<file path="config.mk">
export PLATFORM = sky130hd
export DESIGN_NAME = nwc_write_control
export DESIGN_NICKNAME = d
export VERILOG_FILES = /design/src/nwc_pkg.sv /design/src/nwc_write_control.sv
export SDC_FILE = /design/constraint.sdc
export NUM_CORES = 1
export LEC_CHECK = 0
export ABC_AREA = 1
export BUFFER_PORTS_ARGS = -buffer_cell sky130_fd_sc_hd__buf_2
export CORE_ASPECT_RATIO = 1.75
export CORE_MARGIN = 3
export CORE_UTILIZATION = 55
export CTS_BUF_LIST = sky130_fd_sc_hd__clkbuf_2
export CTS_CLUSTER_SIZE = 25
export DETAILED_ROUTE_END_ITERATION = 8
export GPL_TIMING_DRIVEN = 0
export MAX_ROUTING_LAYER = met4
export PLACE_DENSITY_LB_ADDON = 0.12
export SLEW_MARGIN = 0
export SYNTH_ARGS = -nofsm -noshare
export SYNTH_HDL_FRONTEND = slang
export SYNTH_SLANG_ARGS = --single-unit
</file>
<file path="constraint.sdc">
create_clock -name clk -period 2.2 [get_ports clk]
set_input_delay 0.33 -clock clk [delete_from_list [all_inputs] [get_ports clk]]
set_output_delay 0.33 -clock clk [all_outputs]
set_load 0.05 [all_outputs]
</file>
<file path="src/nwc_pkg.sv">
// nwc_pkg: register map, field positions and types of the nvm write control
package nwc_pkg;

	// ----------------------------------------
	// register map (word index on the plain port)
	// ----------------------------------------
	localparam int NWC_ADDR_W = 3;
	localparam logic [2:0] ADR_CONTROL = 3'h0;
	localparam logic [2:0] ADR_UNLOCK_KEY = 3'h1;
	localparam logic [2:0] ADR_BYTE_DATA = 3'h2;
	localparam logic [2:0] ADR_BYTE_ADDRESS = 3'h3;
	localparam logic [2:0] ADR_IRQ_FLAGS_TWO = 3'h4;

	// ----------------------------------------
	// control register fields and the done flag bit of the irq flags register
	// ----------------------------------------
	localparam int B_MEMORY_SELECT = 7;
	localparam int B_CONFIG_SELECT = 6;
	localparam int B_UNUSED = 5;
	localparam int B_ROW_ERASE = 4;
	localparam int B_WRITE_ERROR = 3;
	localparam int B_WRITE_ENABLE = 2;
	localparam int B_WRITE_START = 1;
	localparam int B_READ_START = 0;
	localparam int B_WRITE_DONE_IRQ = 4;

	// ----------------------------------------
	// unlock keys and reset values
	// ----------------------------------------
	localparam logic [7:0] KEY_FIRST = 8'h55;
	localparam logic [7:0] KEY_SECOND = 8'hAA;
	localparam logic [7:0] BYTE_RESET = 8'h00;

	// ----------------------------------------
	// timing
	// ----------------------------------------
	localparam int CLK_FREQ_MHZ = 125;
	localparam int WRITE_TIME_US = 4000;
	localparam int WRITE_CYCLES_DEF = WRITE_TIME_US * CLK_FREQ_MHZ;

	// ----------------------------------------
	// types
	// ----------------------------------------
	typedef enum logic [1:0] {TGT_EEPROM, TGT_FLASH, TGT_CONFIG} nwc_target_t;

	typedef struct packed {
		logic start;
		logic busy;
		logic erase;
		nwc_target_t target;
		logic [7:0] addr;
		logic [7:0] data;
	} nwc_mem_cmd_t;

endpackage

</file>
<file path="src/nwc_write_control.sv">
// nwc_write_control: control, unlock and self-timed write logic for nvm
//
// Operation
// - memory select 0 targets data EEPROM, 1 targets program flash.
// - config select 1 targets configuration space, overriding memory select.
// - write enable gates every erase/write; cleared at power-up.
// - error flag set when write enable set, cleared on timed completion.
// - error flag 1 means write aborted by reset or improper attempt.
// - memory and config select bits survive a write error unchanged.
// - write start is set-only by software, cleared by hardware on finish.
// - write start launches EEPROM write, flash erase or flash write.
// - completion sets the done interrupt flag; only software clears it.
// - read start completes in one cycle and self-clears; set-only.
// - read start ignored while memory select or config select is 1.
// - row erase makes next start erase a flash row; cleared when done.
// - unlock key register stores nothing and reads as zero.
// - data EEPROM access is one byte at a byte address.
// - an EEPROM byte write erases the byte before programming it.
// - write duration is timed by the block's own timer.
// - bit 5 of the control register always reads zero.
// - write start blocked unless write enable was already set.
// - control, address and data registers locked while a write runs.
//
// The placing of the registers and the strobed register port were chosen for this implementation.
module nwc_write_control
	import nwc_pkg::*;
#(
	parameter int WRITE_CYCLES = WRITE_CYCLES_DEF
)
(
	input wire logic clk,
	input wire logic rst_n,
	input wire logic warmReset,
	input wire logic [NWC_ADDR_W-1:0] busAddr,
	input wire logic [7:0] busWdata,
	input wire logic busWrite,
	input wire logic busRead,
	output logic [7:0] busRdata,
	input wire logic [7:0] memRdata,
	output nwc_mem_cmd_t memCmd
);

	// ----------------------------------------
	// state
	// ----------------------------------------
	typedef enum logic [1:0] {UNL_IDLE, UNL_GOT_FIRST, UNL_ARMED} nwc_unlock_t;

	localparam int TIMER_W = $clog2(WRITE_CYCLES + 1);
	localparam logic [TIMER_W-1:0] TIMER_LOAD = TIMER_W'(WRITE_CYCLES - 1);
	localparam logic [TIMER_W-1:0] TIMER_ZERO = '0;

	nwc_unlock_t unlockState;
	logic memorySelect;
	logic configSelect;
	logic rowErase;
	logic writeErrorFlag;
	logic writeEnableBit;
	logic writeStart;
	logic readStart;
	logic writeDoneIrqFlag;
	logic [7:0] byteData;
	logic [7:0] byteAddress;
	logic [TIMER_W-1:0] timer;

	logic ctlWrite;
	logic launch;
	logic finish;
	logic improper;

	function automatic logic isWrite(input logic [NWC_ADDR_W-1:0] a,
		input logic [NWC_ADDR_W-1:0] target);
		isWrite = busWrite && (a == target);
	endfunction

	assign ctlWrite = isWrite(busAddr, ADR_CONTROL);
	// a locked block ignores the start; arming also needs the prior enable
	assign launch = ctlWrite && busWdata[B_WRITE_START] && !writeStart
		&& writeEnableBit && unlockState == UNL_ARMED
		&& !warmReset;
	assign finish = writeStart && timer == TIMER_ZERO;
	assign improper = ctlWrite && busWdata[B_WRITE_START] && !writeStart
		&& !launch;

	// ----------------------------------------
	// unlock sequence
	// ----------------------------------------
	// any bus access other than the expected next step drops the progress
	always_ff @(posedge clk or negedge rst_n)
	begin
		if (!rst_n)
			unlockState <= UNL_IDLE;
		else if (warmReset)
			unlockState <= UNL_IDLE;
		else if (busWrite || busRead)
		begin
			if (isWrite(busAddr, ADR_UNLOCK_KEY) && busWdata == KEY_FIRST)
				unlockState <= UNL_GOT_FIRST;
			else if (unlockState == UNL_GOT_FIRST
				&& isWrite(busAddr, ADR_UNLOCK_KEY) && busWdata == KEY_SECOND)
				unlockState <= UNL_ARMED;
			else
				unlockState <= UNL_IDLE;
		end
	end

	// ----------------------------------------
	// target selection
	// ----------------------------------------
	// selects are not touched by a warm reset so an aborted target stays visible
	always_ff @(posedge clk or negedge rst_n)
	begin
		if (!rst_n)
		begin
			memorySelect <= 1'b0;
			configSelect <= 1'b0;
		end
		else if (ctlWrite && !writeStart && !warmReset)
		begin
			memorySelect <= busWdata[B_MEMORY_SELECT];
			configSelect <= busWdata[B_CONFIG_SELECT];
		end
	end

	// ----------------------------------------
	// enable and row erase
	// ----------------------------------------
	always_ff @(posedge clk or negedge rst_n)
	begin
		if (!rst_n)
		begin
			writeEnableBit <= 1'b0;
			rowErase <= 1'b0;
		end
		else if (warmReset)
		begin
			writeEnableBit <= 1'b0;
			rowErase <= 1'b0;
		end
		else if (finish)
			rowErase <= 1'b0;
		else if (ctlWrite && !writeStart)
		begin
			writeEnableBit <= busWdata[B_WRITE_ENABLE];
			rowErase <= busWdata[B_ROW_ERASE];
		end
	end

	// ----------------------------------------
	// write start and timer
	// ----------------------------------------
	always_ff @(posedge clk or negedge rst_n)
	begin
		if (!rst_n)
			writeStart <= 1'b0;
		else if (warmReset || finish)
			writeStart <= 1'b0;
		else if (launch)
			writeStart <= 1'b1;
	end

	always_ff @(posedge clk or negedge rst_n)
	begin
		if (!rst_n)
			timer <= TIMER_ZERO;
		else if (launch)
			timer <= TIMER_LOAD;
		else if (writeStart && timer != TIMER_ZERO)
			timer <= timer - 1'b1;
	end

	// ----------------------------------------
	// read start
	// ----------------------------------------
	always_ff @(posedge clk or negedge rst_n)
	begin
		if (!rst_n)
			readStart <= 1'b0;
		else if (readStart || warmReset)
			readStart <= 1'b0;
		else if (ctlWrite && !writeStart)
			readStart <= busWdata[B_READ_START]
				&& !busWdata[B_MEMORY_SELECT]
				&& !busWdata[B_CONFIG_SELECT];
	end

	// ----------------------------------------
	// write error flag
	// ----------------------------------------
	// set on enable, launch or an improper start; a clean finish or a control write of 0 clears it,
	// so a write cut short by a warm reset still reads 1
	always_ff @(posedge clk or negedge rst_n)
	begin
		if (!rst_n)
			writeErrorFlag <= 1'b0;
		else if (finish)
			writeErrorFlag <= 1'b0;
		else if (improper)
			writeErrorFlag <= 1'b1;
		else if (launch)
			writeErrorFlag <= 1'b1;
		else if (ctlWrite && !writeStart && !warmReset)
			writeErrorFlag <= busWdata[B_WRITE_ENABLE] && !writeEnableBit
				? 1'b1 : busWdata[B_WRITE_ERROR];
	end

	// ----------------------------------------
	// done interrupt flag
	// ----------------------------------------
	always_ff @(posedge clk or negedge rst_n)
	begin
		if (!rst_n)
			writeDoneIrqFlag <= 1'b0;
		else if (finish)
			writeDoneIrqFlag <= 1'b1;
		else if (isWrite(busAddr, ADR_IRQ_FLAGS_TWO))
			writeDoneIrqFlag <= busWdata[B_WRITE_DONE_IRQ];
	end

	// ----------------------------------------
	// byte data and address
	// ----------------------------------------
	always_ff @(posedge clk or negedge rst_n)
	begin
		if (!rst_n)
			byteData <= BYTE_RESET;
		else if (readStart)
			byteData <= memRdata;
		else if (isWrite(busAddr, ADR_BYTE_DATA) && !writeStart)
			byteData <= busWdata;
	end

	always_ff @(posedge clk or negedge rst_n)
	begin
		if (!rst_n)
			byteAddress <= BYTE_RESET;
		else if (isWrite(busAddr, ADR_BYTE_ADDRESS) && !writeStart)
			byteAddress <= busWdata;
	end

	// ----------------------------------------
	// memory command
	// ----------------------------------------
	always_ff @(posedge clk or negedge rst_n)
	begin
		if (!rst_n)
			memCmd <= '0;
		else
		begin
			memCmd.start <= launch;
			memCmd.busy <= (launch || (writeStart && !finish)) && !warmReset;
			if (configSelect)
				memCmd.target <= TGT_CONFIG;
			else if (memorySelect)
				memCmd.target <= TGT_FLASH;
			else
				memCmd.target <= TGT_EEPROM;
			// an eeprom byte write always erases first
			memCmd.erase <= memorySelect || configSelect
				? rowErase : 1'b1;
			memCmd.addr <= byteAddress;
			memCmd.data <= byteData;
		end
	end

	// ----------------------------------------
	// register read
	// ----------------------------------------
	function automatic logic [7:0] readMux(input logic [NWC_ADDR_W-1:0] a);
		logic [7:0] r;
		r = '0;
		case (a)
			ADR_CONTROL:
			begin
				r[B_MEMORY_SELECT] = memorySelect;
				r[B_CONFIG_SELECT] = configSelect;
				r[B_UNUSED] = 1'b0;
				r[B_ROW_ERASE] = rowErase;
				r[B_WRITE_ERROR] = writeErrorFlag;
				r[B_WRITE_ENABLE] = writeEnableBit;
				r[B_WRITE_START] = writeStart;
				r[B_READ_START] = readStart;
			end
			ADR_UNLOCK_KEY: r = '0;
			ADR_BYTE_DATA: r = byteData;
			ADR_BYTE_ADDRESS: r = byteAddress;
			ADR_IRQ_FLAGS_TWO: r[B_WRITE_DONE_IRQ] = writeDoneIrqFlag;
			default: r = '0;
		endcase
		readMux = r;
	endfunction

	always_ff @(posedge clk or negedge rst_n)
	begin
		if (!rst_n)
			busRdata <= '0;
		else
			busRdata <= busRead ? readMux(busAddr) : '0;
	end

	// ----------------------------------------
	// assertions
	// ----------------------------------------
	a_read_self_clear: assert property (
		@(posedge clk) disable iff (!rst_n)
		$rose(readStart) |=> !readStart)
		else $error("read start did not clear after one cycle");

	a_read_blocked: assert property (
		@(posedge clk) disable iff (!rst_n)
		readStart |-> !memorySelect && !configSelect)
		else $error("read start set with program or config target");

	a_start_needs_en: assert property (
		@(posedge clk) disable iff (!rst_n)
		$rose(writeStart) |-> $past(writeEnableBit))
		else $error("write started without prior enable");

	a_start_unlocked: assert property (
		@(posedge clk) disable iff (!rst_n)
		$rose(writeStart) |-> $past(unlockState) == UNL_ARMED)
		else $error("write started without unlock sequence");

	a_finish_flags: assert property (
		@(posedge clk) disable iff (!rst_n)
		$fell(writeStart) && !$past(warmReset)
		|-> writeDoneIrqFlag && !writeErrorFlag)
		else $error("finish did not set done flag and clear error");

	a_regs_locked: assert property (
		@(posedge clk) disable iff (!rst_n)
		writeStart && $past(writeStart)
		|-> $stable(byteAddress) && $stable(byteData))
		else $error("address or data changed during a write");

	a_select_hold: assert property (
		@(posedge clk) disable iff (!rst_n)
		$past(writeStart) && !writeStart
		|-> $stable(memorySelect) && $stable(configSelect))
		else $error("target select changed at write end");

	a_key_reads_zero: assert property (
		@(posedge clk) disable iff (!rst_n)
		$past(busRead) && $past(busAddr) == ADR_UNLOCK_KEY
		|-> busRdata == BYTE_RESET)
		else $error("unlock key read nonzero");

	a_bit5_zero: assert property (
		@(posedge clk) disable iff (!rst_n)
		busRdata[B_UNUSED] == 1'b0 || $past(busAddr) != ADR_CONTROL)
		else $error("unused control bit read as one");

	a_start_pulse: assert property (
		@(posedge clk) disable iff (!rst_n)
		$rose(writeStart) |-> memCmd.start && memCmd.busy)
		else $error("memory command not launched with write start");

	a_abort_error: assert property (
		@(posedge clk) disable iff (!rst_n)
		$fell(writeStart) && $past(warmReset) && !$past(finish)
		|-> writeErrorFlag)
		else $error("aborted write did not leave the error flag set");

	a_row_cleared: assert property (
		@(posedge clk) disable iff (!rst_n)
		$fell(writeStart) |-> !rowErase)
		else $error("row erase still set after the write ended");

	a_sel_locked: assert property (
		@(posedge clk) disable iff (!rst_n)
		writeStart && $past(writeStart) |-> $stable(memorySelect)
		&& $stable(configSelect) && $stable(rowErase))
		else $error("control bits changed during a write");

	a_run_enabled: assert property (
		@(posedge clk) disable iff (!rst_n)
		writeStart |-> writeEnableBit)
		else $error("write running without write enable");

	a_done_held: assert property (
		@(posedge clk) disable iff (!rst_n)
		writeDoneIrqFlag && !(busWrite && busAddr == ADR_IRQ_FLAGS_TWO)
		|=> writeDoneIrqFlag)
		else $error("done flag cleared without a software write");

	c_eeprom_write: cover property (@(posedge clk) disable iff (!rst_n)
		memCmd.start && memCmd.target == TGT_EEPROM);
	c_flash_erase: cover property (@(posedge clk) disable iff (!rst_n)
		memCmd.start && memCmd.target == TGT_FLASH && memCmd.erase);
	c_aborted: cover property (@(posedge clk) disable iff (!rst_n)
		writeStart && warmReset);
	c_read: cover property (@(posedge clk) disable iff (!rst_n)
		$rose(readStart));

endmodule

</file>
==> results.toml, run 1 <==
[detailed_routing]
vias_per_cell = 5.18
postRouteAntennaNets = 0
num_vias = 2921
dr.pass1.iters = 4
wl_um = 8170
wl_per_cell_um = 14.5
route.detailed.drc = 0
drt_iter0_drc = 246

[cts]
ctsResizeCount = 0
clock_path_buffers = 2
h-tree-depth = 3
cts_tree = "built"
clk_pin_slew_ps = 210
clk_latency_ps = 570
numCtsBuffers = 9
clkSinkCount = 74
root_buffer = "clkbuf_2"

[cells_and_area]
regArea_um2 = 1850
instances_no_fill = 564
syn_to_final_growth_pct = 15.7
fillers = 527
fin_nets = 506
fin_area_um2 = 3970
multi_input_area_um2 = 1360
antenna_cells = 0
fin_util_pct = 66.5
drive_above_1_share_pct = 17.5

[logic_synthesis]
syn_avg_cell_area_um2 = 8.33
yosys.area.top_type = "dfrtp_1"
syn_inst = 412
synth_cell_types = 35
ys.flop_type = "dfrtp_1"
ys_warn_count = 0
synth_area_leaders = "dfrtp_1 (54%), nand2_1 (13%), nor2_1 (5.8%)"
syn_nets = 437
synth_edf_count = 0
ys_seq_area_share_pct = 54.0
syn-cell-area_um2 = 3430
ys_ff_latch = 74
async_reset_ff_share_pct = 100
synth.top_cell.area_share_pct = 54.0

[global_routing]
grt_pass1_vias = 2944
grtUsageTotal_pct = 25.6
grt_pass1_wl_um = 13700
overflow = 0
antenna_found_initial = 0
grt_max_degree = 75

[setup_path]
end_kind = "flip-flop"
crit_chain = "inv_1 > ha_1 > buf_2 > nand2_1 > nor2_1 > nand2_1 > nor2_1 > nand3_1 > and3_1"
slowest_delay_ps = 440
cp.arrival_ps = 2430
reg2reg_from = "timer[0]"
cp_slowest_cell = "dfrtp_1"
worstSetupStartpointType = "flip-flop"
critPathKind = "flip-flop to flip-flop"
critPathMaxFanout = 8
crit_required_ps = 2700
startpoint = "timer[0]"

[placement]
dp.final_hpwl_um = 6150
io_buffers = 51
dp.cells = 541
gp_congestion = 0.930
placed_area_um2 = 3790

[timing]
period_needed_ps = 1930
worstMarginPinSlew_ps = 891
fin_crit_sh_pct = 87.7
slew_violations = 0
finalSetupViolations = 0
hold_viol = 0
tns_ps = 0
fmax_mhz = 518
rsz0062_at_grt = "no"
slew_headroom_pct = 40.6
finClkSkew_ps = 24.1
whs_ps = 20.6

[status]
status = "complete, no violations"

[floorplanning]
die_w_um = 65.7
core_area_um2 = 5970
dieArea_um2 = 7260
ios = 53
fp.dieH_um = 110
initial_utilization_pct = 57.4
rows = 37

[power]
pwr-share-seq_pct = 53.1
pwr-share-comb_pct = 22.4
irDropWorstVdd_mv = 0.415
leakagePower_nw = 2.05
clkPwrFrac_pct = 24.5
p_int_mw = 1.98
power_density_nw_per_um2 = 780
netSwitchingFraction_pct = 36.0
p_sw_mw = 1.12

[min_path]
hold_start = "warmReset"
hp-class = "primary input to flip-flop"

[run]
cap_viol_max_count = 0
synthesized netlist by cell type, types with 4 or more instances:
cell        n
a22oi_1     5
clkbuf_1    5
a21oi_1     6
nand3_1    35
nor2_1     53
nand4_1     7
dfrtp_1    74
nand3b_1    7
a31oi_1     4
o21ai_0    15
inv_1      42
nand2_1   121
cells by family (layout without fill, tap and decap cells):
family / Yosys count / after routing / synth area share (%)
buffers and inverters: 54 / 128 / 6.27
DFF: 74 / 74 / 54.0
muxes: 1 / 1 / 0.292
xor gates and xnor gates: 6 / 6 / 1.53
and+or+nand+nor: 239 / 239 / 31.2
adders and majority gates: 1 / 1 / 0.365
AOI/OAI and AO/OA: 37 / 37 / 6.35
sequential cells by signal (all words and copies together), names as in the netlist:
signal	cells
writeDoneIrqFlag	1
configSelect	1
byteAddress	8
rowErase	1
busRdata	8
memorySelect	1
unlockState	2
writeEnableBit	1
writeStart	1
memCmd	21
readStart	1
timer	19
writeErrorFlag	1
byteData	8
final timing paths:
check	to	slack (ps)	depth (start not counted)
min in group asynchronous	memCmd[15]	400	2
max in group asynchronous	byteAddress[1]	1210	2
setup / recovery	rowErase	270	9
hold / removal	writeStart	20	2
hold reg to reg	memCmd[6]	410	0
setup reg to reg	rowErase	270	9
placed cells by master, fill, tap and decap left out, types with 2 or more instances in the layout:
cell type,count
a21oi_1,6
a22oi_1,5
a31oi_1,4
buf_2,52
buf_4,2
clkbuf_1,5
clkbuf_2,10
clkinvlp_4,3
dfrtp_1,74
dlygate4sd3_1,6
inv_1,42
inv_2,3
nand2_1,121
nand3_1,35
nand3_4,2
nand3b_1,7
nand4_1,7
nor2_1,53
nor2_4,3
nor3_1,3
nor4_1,2
o21ai_0,15
o21ai_1,2
o31ai_1,2
xnor2_1,3
xor2_1,3
worst max-delay path, delay by kind of cell (launching register included):
family | cells | cell delay [ps]
DFF | 1 | 440
and+or+nand+nor | 6 | 960
adders and majority gates | 1 | 150
buffers and inverters | 2 | 310
layer usage:
metal	up-vias	share of wire [%]	global-route usage (%)
met2	68	56	44.7
li1	1461	-	-
met4	0	4.9	16.5
met1	1363	36	25.1
met3	29	4.0	3.97
met5	-	0	-
power groups by stage:
stage	clock network (mW)	registers, mW	logic (mW)
2_1_floorplan	0	1.95	0.201
3_3_place_gp	0	1.67	0.681
3_5_place_dp	0	1.67	0.688
4_1_cts	0.775	1.65	0.699
5_1_grt	0.831	1.67	0.755
6_report	0.759	1.64	0.693
repair_timing:
item	4_1_cts	5_1_grt
buffers inserted	0	1
endpoints found under the setup margin	0	10
endpoints found under the hold margin	79	0
hold buffers	6	0
metrics by stage:
step / setup WS [ps] / total power [mW]
detailed placement: 212 / 2.36
global placement: 259 / 2.35
floorplan: 542 / 2.15
finish: 270 / 3.10
CTS: 162 / 3.12
global route: 0.250 / 3.25
cell type report:
cell class	count	share of cell area [%]
clock inverters	6	1.67
multi-input cells	284	34.4
plain buffers	8	1.01
clock buffers	10	1.26
flip-flops and latches	74	46.6
repair buffers	58	8.19
well taps	78	2.46
inverters	46	4.41
(Power assumes the default switching activity.)
==> inputs of run 2 (changes only) <==
- BUFFER_PORTS_ARGS: -buffer_cell sky130_fd_sc_hd__buf_2 -> default
- DONT_BUFFER_PORTS: default -> 1
==> run 2 against run 1 <==
  * Sequential power grew 20%
  * Worst setup slack got worse by 150 ps
  * Non-clock buffer count fell by 33
  * Critical endpoint is now byteData[3]
  * Highest routed layer unchanged
==> results.toml, run 2 (synthesis gave the netlist of run 1 again) <==
[cts]
clk_latency_ps = 530
clk_pin_slew_ps = 190
numCtsBuffers = 9
root_buffer = "clkbuf_2"
cts_tree = "built"
h-tree-depth = 3
clock_path_buffers = 2
clkSinkCount = 74

[timing]
finClkSkew_ps = 29.1
worstMarginPinSlew_ps = 610
period_needed_ps = 2080
fin_crit_sh_pct = 94.5
hold_viol = 0
slew_headroom_pct = 59.1
tns_ps = 0
slew_violations = 0
whs_ps = 75.0
fmax_mhz = 481
finalSetupViolations = 0
rsz0062_at_grt = "no"

[placement]
io_buffers = 0
dp.final_hpwl_um = 6040
gp_congestion = 0.940

[global_routing]
grtUsageTotal_pct = 25.6
grt_pass1_vias = 2906
antenna_found_initial = 0
overflow = 0
grt_pass1_wl_um = 13500
grt_max_degree = 75

[detailed_routing]
vias_per_cell = 5.43
dr.pass1.iters = 4
num_vias = 2882
wl_per_cell_um = 15.5
postRouteAntennaNets = 0
drt_iter0_drc = 227
wl_um = 8260
route.detailed.drc = 0

[setup_path]
end_kind = "flip-flop"
crit_top_cell = "clkbuf_1"
cp.arrival_ps = 2560
slowest_delay_ps = 570
critPathMaxFanout = 10
reg2reg_slack_ps = 120
crit_chain = "clkbuf_1 > inv_1 > clkbuf_1 > nand2_1 > a31oi_1 > dlygate4sd3_1"
reg2reg_from = "readStart"
worstSetupStartpointType = "flip-flop"
crit_required_ps = 2680
critPathKind = "flip-flop to flip-flop"
startpoint = "readStart"
cp_slowest_cell = "dlygate4sd3_1"

[cells_and_area]
syn_to_final_growth_pct = 13.9
drive_above_1_share_pct = 7.06
regMostFlops = "memCmd"
antenna_cells = 0
layout_commonest_cell = "nand2_1"
top_regs = "memCmd x21, timer x19"
largest_register_ffs = 21
fin_nets = 473
fillers = 475
layout_common_cells = "nand2_1 (121), dfrtp_1 (74), nor2_1 (53), inv_1 (42), nand3_1 (35)"

[min_path]
hp-class = "primary input to flip-flop"
hold_start = "warmReset"

[run]
cap_viol_max_count = 0

[power]
irDropWorstVdd_mv = 0.403
leakagePower_nw = 1.91
power_density_nw_per_um2 = 773

[floorplanning]
dieArea_um2 = 7260
rows = 37
initial_utilization_pct = 57.4
ios = 53
fp.dieH_um = 110
core_area_um2 = 5970
die_w_um = 65.7

[status]
status = "complete, no violations"
run 2: changes by cell type in the layout (fill, tap and decap cells not counted):
cell	before	now
buf_4	2	0
dlygate4sd3_1	6	24
inv_6	1	0
nand2_4	1	2
buf_16	0	1
clkinvlp_4	3	2
clkinv_1	0	2
buf_2	52	2
nand2_2	1	0
run 2: path summary, 6_finish.rpt:
| kind | end | depth (start not counted) |
|---|---|---|
| worst max-delay path | byteData[3] | 6 |
| worst min-delay path | memCmd[19] | 2 |
| worst max register to register | byteData[3] | 6 |
| worst min register to register | memCmd[6] | 0 |
| max in group asynchronous | timer[13] | 2 |
| min in group asynchronous | memCmd[7] | 2 |
run 2: power by group:
part	internal [mW]	switching [mW]
Clock	0.257	0.477
Combinational	0.141	0.189
Sequential	1.54	0.421
run 2: critical path: cells and delay by family, from the launching register on:
kind	cells	cell delay [ps]
and+or+nand+nor	1	110
AOI/OAI and AO/OA	1	180
DFF	1	400
buffers and inverters	4	1340
run 2: metrics by stage:
| stage | util [%] | instances | power [mW] | setup WS [ps] | instance area (um2) |
|---|---|---|---|---|---|
| final | 65.5 | 531 | 3.02 | 121 | 3910 |
| after global routing | 65.5 | 531 | 3.18 | 7.35 | 3910 |
| after CTS | 65.4 | 531 | 3.04 | 159 | 3900 |
| after detailed placement | 59.1 | 490 | 2.23 | 235 | 3530 |
| after global placement | 59.1 | 490 | 2.22 | 233 | 3530 |
| after floorplan | - | 412 | 2.15 | 542 | 3430 |
run 2: what timing repair did:
action	CTS	global route
endpoints found under the setup margin	0	1
gates resized for setup	0	1
hold buffers	25	0
buffers inserted	0	0
endpoints found under the hold margin	96	0
run 2: layout make-up:
class	count	area, um2	share of cell area (%)
plain buffers	8	40.0	1.02
inverters	46	175	4.48
multi-input cells	284	1370	35.0
repair buffers	25	268	6.85
flip-flops and latches	74	1850	47.4
clock inverters	6	57.6	1.47
clock buffers	10	50.0	1.28
well taps	78	97.6	2.50
run 2: metal layers:
metal  share of wire, %  vias up  track usage [%]
li1                   -     1394                -
met1                 34     1347             23.7
met2                 56      112             43.5
met3                5.1       29             6.41
met4                5.1        0             18.4
met5                  0        -                -
==> inputs of run 3 (changes only) <==
- ABC_AREA: 1 -> 0
==> run 3 against run 2 <==
  * Combinational power decreased by 16%
  * Clock skew decreased by 3.6 ps
  * Count of clock-buffer cells in the layout decreased by 1
  * Worst setup slack got worse by 52 ps
  * Hold slack got worse by 30 ps
  * Critical path type unchanged
  * Largest cell class unchanged
  * Largest power group unchanged
==> results.toml, run 3 <==
[detailed_routing]
route.detailed.drc = 0
drt_iter0_drc = 156
dr.pass1.iters = 5
wl_um = 7400
wl_per_cell_um = 18.8
vias_per_cell = 5.94
num_vias = 2341
postRouteAntennaNets = 0

[power]
power_density_nw_per_um2 = 830
leakagePower_nw = 1.54
irDropWorstVdd_mv = 0.399

[logic_synthesis]
ys_seq_area_share_pct = 57.7
syn_avg_cell_area_um2 = 11.7
async_reset_ff_share_pct = 100
ys.flop_type = "dfrtp_1"
syn_nets = 300
synth_cell_types = 50
ys_ff_latch = 74
synth_common_cells = "dfrtp_1 (74), nand2_1 (21), mux2_2 (19)"
synth.top_cell.area_share_pct = 57.7
synth_area_leaders = "dfrtp_1 (58%), mux2_2 (6.7%), mux2i_1 (4.4%)"
synth_edf_count = 0
syn_inst = 275
yosys.area.top_type = "dfrtp_1"
yosysMostFrequentCell = "dfrtp_1"
ys_warn_count = 0
syn-cell-area_um2 = 3210

[cells_and_area]
layout_commonest_cell = "dfrtp_1"
fin_util_pct = 66.7
regMostFlops = "memCmd"
fin_nets = 338
syn_to_final_growth_pct = 17.1
layout_common_cells = "dfrtp_1 (72), nand2_1 (21), dlygate4sd3_1 (20), mux2_2 (19), nor2_1 (18)"
drive_above_1_share_pct = 20.4
top_regs = "memCmd x21, timer x19"
instances_no_fill = 394
regArea_um2 = 1850
fillers = 434
largest_register_ffs = 21
multi_input_area_um2 = 1320
antenna_cells = 0

[setup_path]
crit_end = "timer[17]"
crit_top_cell = "or4_1"
startpoint = "timer[13]"
worstSetupStartpointType = "flip-flop"
critPathMaxFanout = 5
crit_required_ps = 2690
cp.arrival_ps = 2620
crit_chain = "or4_4 > or4_1 > or4_1 > nand3_1"
reg2reg_from = "timer[13]"
slowest_delay_ps = 590
reg2regPathDepth = 4
reg2reg_slack_ps = 70
cp_slowest_cell = "or4_4"
reg2reg_to = "timer[17]"
end_kind = "flip-flop"
critPathKind = "flip-flop to flip-flop"

[floorplanning]
dieArea_um2 = 6820
rows = 36
die_w_um = 63.7
core_area_um2 = 5630
fp.dieH_um = 107
initial_utilization_pct = 57.0
ios = 53

[global_routing]
overflow = 0
antenna_found_initial = 0
grt_pass1_vias = 2338
grt_max_degree = 75
grt_pass1_wl_um = 12100
grtUsageTotal_pct = 24.2

[min_path]
hp-class = "primary input to flip-flop"

[cts]
cts_tree = "built"
clkSinkCount = 74
h-tree-depth = 3
numCtsBuffers = 9
clock_path_buffers = 2
clk_latency_ps = 560
root_buffer = "clkbuf_2"
clk_pin_slew_ps = 200

[timing]
finalSetupViolations = 0
slew_headroom_pct = 35.4
slew_violations = 0
period_needed_ps = 2130
hold_viol = 0
tns_ps = 0
rsz0062_at_grt = "yes"
fmax_mhz = 469
finClkSkew_ps = 25.5
fin_crit_sh_pct = 96.9
worstMarginPinSlew_ps = 964

[placement]
dp.final_hpwl_um = 4880
io_buffers = 0
gp_congestion = 0.893
dp.cells = 351

[run]
cap_viol_max_count = 0

[status]
status = "complete, no violations"
-- run 3: cell count changes after synthesis, moves of 6 or more --
cell and delta:
a21oi_1 +6, inv_1 -36, mux2_2 +19, mux2i_1 +13, nand2_1 -100, nand3_1 -32
nand3b_1 -6, nand4_1 -6, nor2_1 -35, or4_1 +6
-- run 3: power breakdown --
part | internal [mW] | total (mW) | switching [mW]
Combinational | 0.151 | 0.278 | 0.127
Clock | 0.373 | 0.874 | 0.500
Sequential | 1.53 | 1.97 | 0.434
-- run 3: logic make-up (layout without fill, tap and decap cells) --
family / after synthesis / in the layout / share of synthesized area (%)
DFF: 74 / 74 / 57.7
AOI/OAI and AO/OA: 55 / 55 / 11.4
adders and majority gates: 1 / 1 / 0.390
and+or+nand+nor: 95 / 95 / 17.2
buffers and inverters: 17 / 60 / 2.26
muxes: 33 / 33 / 11.0
-- run 3: what timing repair did --
item / CTS / global route
endpoints found under the setup margin: 11 / 20
setup buffers: 0 / 7
endpoints found under the hold margin: 100 / 0
pin swaps: 0 / 3
hold buffers: 21 / 0
gates resized for setup: 4 / 7
-- run 3: metal layers --
layer | GRT usage [%] | wire [um] | vias up
li1 | - | - | 1103
met2 | 41.3 | 4070 | 70
met4 | 10.5 | 178 | 0
met3 | 5.45 | 338 | 13
met5 | - | 0 | -
met1 | 26.8 | 2810 | 1155
-- run 3: worst min-delay path by stage --
stage | startpoint | end | slack, ps | depth (start not counted)
after floorplan | rst_n | busRdata[0] | 30 | 0
after global placement | rst_n | memCmd[4] | 40 | 0
after detailed placement | rst_n | memCmd[4] | 40 | 0
after CTS | busWdata[5] | unlockState[1] | 30 | 3
after global routing | busWdata[5] | unlockState[0] | 60 | 2
final | busWdata[5] | unlockState[1] | 40 | 3
-- run 3: critical path: cells and delay by family, from the launching register on --
family	cells	cell delay, ps
simple gates	4	1610
flops	1	460
-- run 3: layout make-up --
class,count,share of cell area [%]
plain buffers,9,1.17
flip-flops and latches,74,49.4
repair buffers,28,7.46
clock buffers,9,1.20
clock inverters,7,2.50
well taps,76,2.53
multi-input cells,184,35.1
inverters,7,0.699
-- run 3: metrics by stage --
stage	instance area (um2)	power, mW	setup WS [ps]	hold WS [ps]
3_3_place_gp	3300	2.19	-174	36.0
6_report	3760	3.12	68.4	44.9
3_5_place_dp	3300	2.21	-180	36.4
5_1_grt	3760	3.23	-16.8	55.2
2_1_floorplan	3210	2.14	192	34.4
4_1_cts	3700	3.13	10.7	27.4
